File: config.mk
export PLATFORM = sky130hd
export DESIGN_NAME = uhd_top
export DESIGN_NICKNAME = d
export VERILOG_FILES = /design/src/design/uhd_pkg.sv /design/src/design/uhd_top.sv /design/src/design/uhd_rom.sv
export VERILOG_INCLUDE_DIRS = /design/src /design/src/design
export SDC_FILE = /design/constraint.sdc
export NUM_CORES = 1
export LEC_CHECK = 0
export ABC_AREA = 1
export ABC_CLOCK_PERIOD_IN_PS = 1500
export BUFFER_PORTS_ARGS = -buffer_cell sky130_fd_sc_hd__buf_2
export CAP_MARGIN = 20
export CORE_MARGIN = 1
export CORE_UTILIZATION = 50
export DETAILED_ROUTE_END_ITERATION = 7
export PLACE_DENSITY_LB_ADDON = 0.12
export SETUP_SLACK_MARGIN = 0.15
export SYNTH_ARGS = -nofsm -noshare
export SYNTH_HDL_FRONTEND = slang
export SYNTH_SLANG_ARGS = --single-unit
File: constraint.sdc
create_clock -name hclk -period 1.5 [get_ports hclk]
set_clock_uncertainty 0.2 [all_clocks]
set_input_delay 0.15 -clock hclk [delete_from_list [all_inputs] [get_ports hclk]]
set_output_delay 0.15 -clock hclk [all_outputs]
set_load 0.05 [all_outputs]
File: src/design/uhd_cfg.svh
/*
  Constants of the hub descriptor source: AHB register offsets, field
  positions, reset values and descriptor byte values.
  Assumes inclusion by bare name from the design files.
*/
`ifndef UHD_CFG_SVH
`define UHD_CFG_SVH

// ****************************************************************
// Register byte offsets
// ****************************************************************
`define UHD_OFS_CFG      12'h000
`define UHD_OFS_REQ      12'h004
`define UHD_OFS_RDATA    12'h008
`define UHD_OFS_STATUS   12'h00c

// ****************************************************************
// Configuration register fields and reset values
// ****************************************************************
`define UHD_CFG_PSS_BIT   0
`define UHD_CFG_BPDIS_LSB 1
`define UHD_CFG_SPDIS_LSB 3
`define UHD_CFG_BPMAX_LSB 8
`define UHD_CFG_SPMAX_LSB 16
`define UHD_RST_BPMAX     8'h32
`define UHD_RST_SPMAX     8'h01

// ****************************************************************
// Request register fields
// ****************************************************************
`define UHD_REQ_IDX_LSB   0
`define UHD_REQ_TYPE_LSB  8

// ****************************************************************
// Descriptor types and lengths
// ****************************************************************
`define UHD_DT_OSC        8'h07
`define UHD_DT_IFC        8'h04
`define UHD_DT_EP         8'h05
`define UHD_DT_HUB        8'h29
`define UHD_DT_HUB_OLD    8'h00
`define UHD_LEN_OSC       8'h09
`define UHD_LEN_IFC       8'h09
`define UHD_LEN_EP        8'h07
`define UHD_LEN_HUB       8'h09
`define UHD_TOTAL_LEN     16'h0019

// ****************************************************************
// Fixed descriptor byte values
// ****************************************************************
`define UHD_NUM_IFC       8'h01
`define UHD_CFG_VALUE     8'h01
`define UHD_STR_NONE      8'h00
`define UHD_ATTR_BUS      8'ha0
`define UHD_ATTR_SELF     8'he0
`define UHD_IFC_NUM       8'h00
`define UHD_ALT_SET       8'h00
`define UHD_NUM_EP        8'h01
`define UHD_CLASS_HUB     8'h09
`define UHD_SUBCLASS      8'h00
`define UHD_PROTOCOL      8'h00
`define UHD_EP_ADDR       8'h81
`define UHD_EP_ATTR       8'h03
`define UHD_EP_MPS        16'h0001
`define UHD_EP_INTERVAL   8'hff
`define UHD_NUM_PORTS     2'd3

`endif

File: src/design/uhd_pkg.sv
/*
  Types of the hub descriptor source.
  Assumes uhd_cfg.svh is compiled alongside; holds no constants itself.
*/
package uhd_pkg;

  // Power-related settings loaded at initialisation
  typedef struct packed {
    logic       power_source_select;
    logic [1:0] ports_off_when_bus_supplied;
    logic [1:0] ports_off_when_self_supplied;
    logic [7:0] bus_supplied_max_power;
    logic [7:0] self_supplied_max_power;
  } uhd_power_cfg_t;

  // One descriptor byte request
  typedef struct packed {
    logic [7:0] dtype;
    logic [7:0] index;
  } uhd_req_t;

  // Bus slave states
  typedef enum logic [0:0] {
    UHD_IDLE = 1'b0,
    UHD_DATA = 1'b1
  } uhd_state_t;

endpackage

File: src/design/uhd_top.sv
/*
  Hub descriptor source with an AHB-Lite register slave. Software loads
  the power settings, writes a request (type, byte index) and reads back
  the descriptor byte and a valid flag.
  Assumes a single AHB-Lite master, word-sized single transfers.
*/
// Implementation choices: the placing of the registers and register access over AHB-Lite.
`timescale 1ns/1ps
`include "uhd_cfg.svh"

module uhd_top (
  input  wire logic        hclk,      // Bus clock, 20 MHz
  input  wire logic        hresetn,   // Asynchronous reset, active low
  input  wire logic        hsel,      // Slave select
  input  wire logic [11:0] haddr,     // Byte address
  input  wire logic [1:0]  htrans,    // Transfer type
  input  wire logic        hwrite,    // Write when high
  input  wire logic [2:0]  hsize,     // Transfer size
  input  wire logic [31:0] hwdata,    // Write data
  input  wire logic        hready,    // Bus ready in
  output logic      [31:0] hrdata,    // Read data
  output logic             hreadyout, // Always ready
  output logic             hresp      // Always OKAY
);

  // ****************************************************************
  // State
  // ****************************************************************
  uhd_pkg::uhd_power_cfg_t cfg_r, cfg_nxt;
  uhd_pkg::uhd_req_t       req_r, req_nxt;
  uhd_pkg::uhd_state_t     st_r, st_nxt;
  logic [11:0]             addr_r, addr_nxt;
  logic                    wr_r, wr_nxt;
  logic [7:0]              byte_r, byte_nxt;
  logic                    hit_r, hit_nxt;
  logic [31:0]             hrdata_r, hrdata_nxt;
  logic [7:0]              rom_byte;
  logic                    rom_hit;
  logic                    take;

  // Register offset decode, used for reads and for writes
  function automatic logic [1:0] dec(input logic [11:0] a);
    case (a)
      `UHD_OFS_CFG:    dec = 2'd0;
      `UHD_OFS_REQ:    dec = 2'd1;
      `UHD_OFS_RDATA:  dec = 2'd2;
      `UHD_OFS_STATUS: dec = 2'd3;
      default:         dec = 2'd2;
    endcase
  endfunction

  function automatic logic mapped(input logic [11:0] a);
    mapped = (a == `UHD_OFS_CFG) || (a == `UHD_OFS_REQ) ||
             (a == `UHD_OFS_RDATA) || (a == `UHD_OFS_STATUS);
  endfunction

  uhd_rom u_rom (
    .cfg    (cfg_r),
    .req    (req_r),
    .byte_o (rom_byte),
    .hit    (rom_hit)
  );

  assign take      = hsel & hready & htrans[1];
  assign hreadyout = 1'b1;
  assign hresp     = 1'b0;
  assign hrdata    = hrdata_r;

  // ****************************************************************
  // Bus slave next state
  // ****************************************************************
  // Zero wait states; unmapped reads give zero, unmapped writes drop
  always_comb begin
    st_nxt     = take ? uhd_pkg::UHD_DATA : uhd_pkg::UHD_IDLE;
    addr_nxt   = take ? haddr : addr_r;
    wr_nxt     = take & hwrite;
    cfg_nxt    = cfg_r;
    req_nxt    = req_r;
    hrdata_nxt = hrdata_r;
    // Byte looked up one cycle after a request write settles
    byte_nxt   = rom_byte;
    hit_nxt    = rom_hit;
    case (st_r)
      uhd_pkg::UHD_DATA: begin
        if (wr_r && mapped(addr_r)) begin
          // Settings only change by software load
          if (dec(addr_r) == 2'd0) begin
            cfg_nxt.power_source_select =
              hwdata[`UHD_CFG_PSS_BIT];
            cfg_nxt.ports_off_when_bus_supplied =
              hwdata[`UHD_CFG_BPDIS_LSB +: 2];
            cfg_nxt.ports_off_when_self_supplied =
              hwdata[`UHD_CFG_SPDIS_LSB +: 2];
            cfg_nxt.bus_supplied_max_power =
              hwdata[`UHD_CFG_BPMAX_LSB +: 8];
            cfg_nxt.self_supplied_max_power =
              hwdata[`UHD_CFG_SPMAX_LSB +: 8];
          end else if (dec(addr_r) == 2'd1) begin
            req_nxt.index = hwdata[`UHD_REQ_IDX_LSB +: 8];
            req_nxt.dtype = hwdata[`UHD_REQ_TYPE_LSB +: 8];
          end
        end
      end
      uhd_pkg::UHD_IDLE: begin
      end
      default: begin
      end
    endcase
    // Read data prepared at the address phase, so it stands in data phase
    if (take && !hwrite) begin
      hrdata_nxt = 32'h0000_0000;
      if (mapped(haddr)) begin
        case (dec(haddr))
          2'd0: hrdata_nxt = {8'h00, cfg_r.self_supplied_max_power,
                              cfg_r.bus_supplied_max_power, 3'b000,
                              cfg_r.ports_off_when_self_supplied,
                              cfg_r.ports_off_when_bus_supplied,
                              cfg_r.power_source_select};
          2'd1: hrdata_nxt = {16'h0000, req_r.dtype, req_r.index};
          2'd2: hrdata_nxt = {24'h000000, byte_r};
          2'd3: hrdata_nxt = {31'h0000_0000, hit_r};
          default: hrdata_nxt = 32'h0000_0000;
        endcase
      end
    end
  end

  // ****************************************************************
  // Registers
  // ****************************************************************
  // Defaults stand in for the built-in configuration
  always_ff @(posedge hclk or negedge hresetn) begin
    if (!hresetn) begin
      st_r     <= uhd_pkg::UHD_IDLE;
      addr_r   <= 12'h000;
      wr_r     <= 1'b0;
      cfg_r    <= '{power_source_select:          1'b0,
                    ports_off_when_bus_supplied:  2'b00,
                    ports_off_when_self_supplied: 2'b00,
                    bus_supplied_max_power:       `UHD_RST_BPMAX,
                    self_supplied_max_power:      `UHD_RST_SPMAX};
      req_r    <= '{dtype: `UHD_DT_HUB, index: 8'h00};
      byte_r   <= 8'h00;
      hit_r    <= 1'b0;
      hrdata_r <= 32'h0000_0000;
    end else begin
      st_r     <= st_nxt;
      addr_r   <= addr_nxt;
      wr_r     <= wr_nxt;
      cfg_r    <= cfg_nxt;
      req_r    <= req_nxt;
      byte_r   <= byte_nxt;
      hit_r    <= hit_nxt;
      hrdata_r <= hrdata_nxt;
    end
  end

endmodule

File: src/design/uhd_rom.sv
/*
  Combinational descriptor byte table of the hub descriptor source.
  Assumes the caller registers the byte and validity it returns.
*/
`timescale 1ns/1ps
`include "uhd_cfg.svh"

module uhd_rom (
  input  wire uhd_pkg::uhd_power_cfg_t cfg,    // Loaded power settings
  input  wire uhd_pkg::uhd_req_t       req,    // Type and byte index
  output logic [7:0]                  byte_o, // Descriptor byte
  output logic                        hit     // Byte exists
);

  logic [7:0] attr;
  logic [7:0] maxp;
  logic [1:0] off;
  logic [1:0] nports;
  logic [15:0] mps;
  logic [15:0] tlen;

  // ****************************************************************
  // Power dependent values and fixed multi-byte fields
  // ****************************************************************
  // Only the two legal encodings can be produced
  assign attr = cfg.power_source_select ? `UHD_ATTR_SELF : `UHD_ATTR_BUS;
  // Loaded values passed unmodified
  assign maxp = cfg.power_source_select ? cfg.self_supplied_max_power
                                        : cfg.bus_supplied_max_power;
  assign off  = cfg.power_source_select ? cfg.ports_off_when_self_supplied
                                        : cfg.ports_off_when_bus_supplied;
  // Disabled count saturates so a bad load cannot wrap
  assign nports = (off > `UHD_NUM_PORTS) ? 2'd0 : `UHD_NUM_PORTS - off;
  assign mps  = `UHD_EP_MPS;
  // A literal cannot be part-selected, so the length goes through a net
  assign tlen = `UHD_TOTAL_LEN;

  // ****************************************************************
  // Byte table
  // ****************************************************************
  // Other-speed block holds config, interface and endpoint back to back
  always_comb begin
    byte_o = 8'h00;
    hit    = 1'b1;
    if (req.dtype == `UHD_DT_OSC) begin
      case (req.index)
        8'd0:  byte_o = `UHD_LEN_OSC;
        8'd1:  byte_o = `UHD_DT_OSC;
        8'd2:  byte_o = tlen[7:0];
        8'd3:  byte_o = tlen[15:8];
        8'd4:  byte_o = `UHD_NUM_IFC;
        8'd5:  byte_o = `UHD_CFG_VALUE;
        8'd6:  byte_o = `UHD_STR_NONE;
        8'd7:  byte_o = attr;
        8'd8:  byte_o = maxp;
        8'd9:  byte_o = `UHD_LEN_IFC;
        8'd10: byte_o = `UHD_DT_IFC;
        8'd11: byte_o = `UHD_IFC_NUM;
        8'd12: byte_o = `UHD_ALT_SET;
        8'd13: byte_o = `UHD_NUM_EP;
        8'd14: byte_o = `UHD_CLASS_HUB;
        8'd15: byte_o = `UHD_SUBCLASS;
        8'd16: byte_o = `UHD_PROTOCOL;
        8'd17: byte_o = `UHD_STR_NONE;
        8'd18: byte_o = `UHD_LEN_EP;
        8'd19: byte_o = `UHD_DT_EP;
        8'd20: byte_o = `UHD_EP_ADDR;
        8'd21: byte_o = `UHD_EP_ATTR;
        8'd22: byte_o = mps[7:0];
        8'd23: byte_o = mps[15:8];
        8'd24: byte_o = `UHD_EP_INTERVAL;
        default: hit = 1'b0;
      endcase
    end else if (req.dtype == `UHD_DT_HUB ||
                 req.dtype == `UHD_DT_HUB_OLD) begin
      // Same bytes at both speeds, so no speed input
      case (req.index)
        8'd0:    byte_o = `UHD_LEN_HUB;
        8'd1:    byte_o = `UHD_DT_HUB;
        8'd2:    byte_o = {6'h00, nports};
        default: hit = 1'b0;
      endcase
    end else begin
      hit = 1'b0;
    end
  end

endmodule

==> impl_metrics.tcl <==
set metrics [dict create \
    viasPerCell 5.25 \
    first_global_vias 4322 \
    cp_common_cell "nand2_2" \
    power_mw 4.61 \
    hp-class "in -> reg" \
    drive_above_1_share_pct 43.5 \
    final_cells 848 \
    synth_edf_count 0 \
    crit_chain "inv_2, nand2_2, nor2_4, buf_12, buf_16, nand2_2, buf_4, nand2_1, nor3_2, nor2_2" \
    start_util_pct 51.7 \
    slew_viol_final 0 \
    syn_area_um2 4270 \
    drv_cap 0 \
    clk_latency_ns 0.35 \
    fin_nets 792 \
    first_pass_iters 5 \
    power_leakage_nw 3.60 \
    die_x_um 94.4 \
    die_area_um2 8920 \
    antenna_found_initial 0 \
    yosys-top-cells-count "nand2_1 (178), dfrtp_1 (77), nand3_1 (69)" \
    max-vdd-ir-drop_v 0.000769 \
    setup-violations-final 47 \
    gp_congestion 0.930 \
    worstPathArrival_ns 1.83 \
    cts_tree "done" \
    yosysWarnings 0 \
    drtIter0Drc 246 \
    io_pins 88 \
    dp_hpwl_um 8380 \
    grt_max_degree 50 \
    grtUsageTotal_pct 30.6 \
    core_um2 8260 \
    cts-root-buf "clkbuf_8" \
    ys_seq_area_share_pct 49.4 \
    slowest_stage "dfrtp_1" \
    rows 33 \
    cts_max_level 3 \
    finish.utilization_pct 81.4 \
    clk_pin_slew_ns 0.09 \
    violations "setup timing" \
    hold_viol 0 \
    drc 0 \
    path_class "reg -> reg" \
    wirelength_um 13800 \
    yosysMostFrequentCell "nand2_1" \
    fmax_mhz 572 \
    outcome "complete, but fails checks" \
    async_flop_share_pct 100 \
    finalSetupTns_ns -8.41 \
    n_antenna_cell 0 \
    cts_sinks 84 \
    die_h_um 94.4 \
    finalInstanceArea_um2 6720 \
    fin_ws_ns -0.248 \
    cts_buffers 9 \
    synth.area.top_cells "dfrtp_1 (45%), nand2_1 (16%), nand3_1 (8.1%), inv_1 (4.7%), dfstp_2 (4.3%)" \
    vias 4452 \
    io_buffer_count 65 \
    synth_ff_type "dfrtp_1" \
    p_per_area_nw_per_um2 685 \
    r2r_cells 10 \
    preCtsSetupSlack_ns -0.287 \
    wl_per_cell_um 16.3 \
    cp-start-kind "flip-flop" \
    syn_avg_cell_area_um2 7.79 \
    regArea_um2 2110 \
    required_ns 1.58 \
    cp_slowest_stage_delay_ns 0.38 \
    synth_largest_area_cell "dfrtp_1" \
    finalCritPeriodShare_pct 117 \
    rsz0062_at_grt "yes" \
    fill_cells 539 \
    antenna_left 0 \
    grt_overflow 0 \
    min_path_cells 4 \
    ys_seq_elements 84 \
    multi_input_area_um2 2410 \
    cts_buffer_depth 2 \
    holdWs_ns 0.0318 \
    netlist_instances 548 \
    fin_crit_ns 1.75 \
    grt_first_pass_wirelength_um 20600 \
    synth_top_area_share_pct 45.1 \
    dpl.cell_count 773 \
    end_kind "flip-flop" \
    path_max_fanout 5 \
    synth_cell_type_count 32 \
    area_growth_pct 57.4 \
    placed_area_um2 5360 \
]
-- what timing repair did --
action	CTS	global route
pin swaps	25	34
endpoints found under the setup margin	49	78
buffers inserted	9	8
endpoints found under the hold margin	131	0
resized for setup	68	81
cloned	3	3
hold buffers	36	0
-- area by class of cell --
cell class                 count  share of cell area, %
multi-input combinational    394                   35.8
inverter                      55                   3.37
clock inverter                 6                   1.02
sequential                    84                   31.5
tap                          105                   1.95
timing repair buffer         194                   24.3
clock buffer                  10                   2.05
-- metal layers --
metal,GRT usage (%),routed length [um]
met1,39.9,5830
met2,51.9,7070
met3,4.03,594
met4,11.4,314
met5,0,0
-- state kept, by name, summed over array words and instances, names as in the netlist --
name	flops
hrdata	24
cfg_r	21
req_r	16
addr_r	12
byte_r	8
hit_r	1
st_r	1
wr_r	1
-- final timing paths --
path | from | to | slack [ns]
max | req_r[5] | byte_r[2] | -0.25
min | haddr[2] | addr_r[2] | 0.03
max reg2reg | req_r[5] | byte_r[2] | -0.25
min reg2reg | hrdata[16] | hrdata[16] | 0.29
max in group asynchronous | hresetn | addr_r[6] | 0.40
min in group asynchronous | hresetn | addr_r[10] | 0.10
-- logic make-up after synthesis --
logic type | share of synthesized area [%]
muxes | 0.234
other | 0.176
buffers and inverters | 9.43
AOI/OAI and AO/OA | 8.38
DFF | 49.4
and+or+nand+nor | 32.4
-- layout by cell type (no fill, tap or decap), types with 19 or more instances in the layout --
| master | instances |
|---|---|
| nand2_1 | 141 |
| buf_4 | 75 |
| dfrtp_1 | 74 |
| buf_2 | 48 |
| nand3_1 | 44 |
| inv_1 | 39 |
| dlygate4sd3_1 | 36 |
| nand2_2 | 23 |
| nand3_2 | 23 |
| nor2_1 | 20 |
| o21ai_0 | 19 |
-- power breakdown --
part	total (mW)	switching, mW	internal [mW]
combinational	0.513	0.295	0.218
sequential	2.38	0.0455	2.33
clock	1.72	0.888	0.831
-- worst max-delay path: cells and delay by family, from the launching register on --
| family | cells | cell delay [ns] |
|---|---|---|
| buf+inv | 4 | 0.48 |
| flops | 1 | 0.38 |
| simple gates | 6 | 0.61 |
Power figures use the tool's default switching activity.
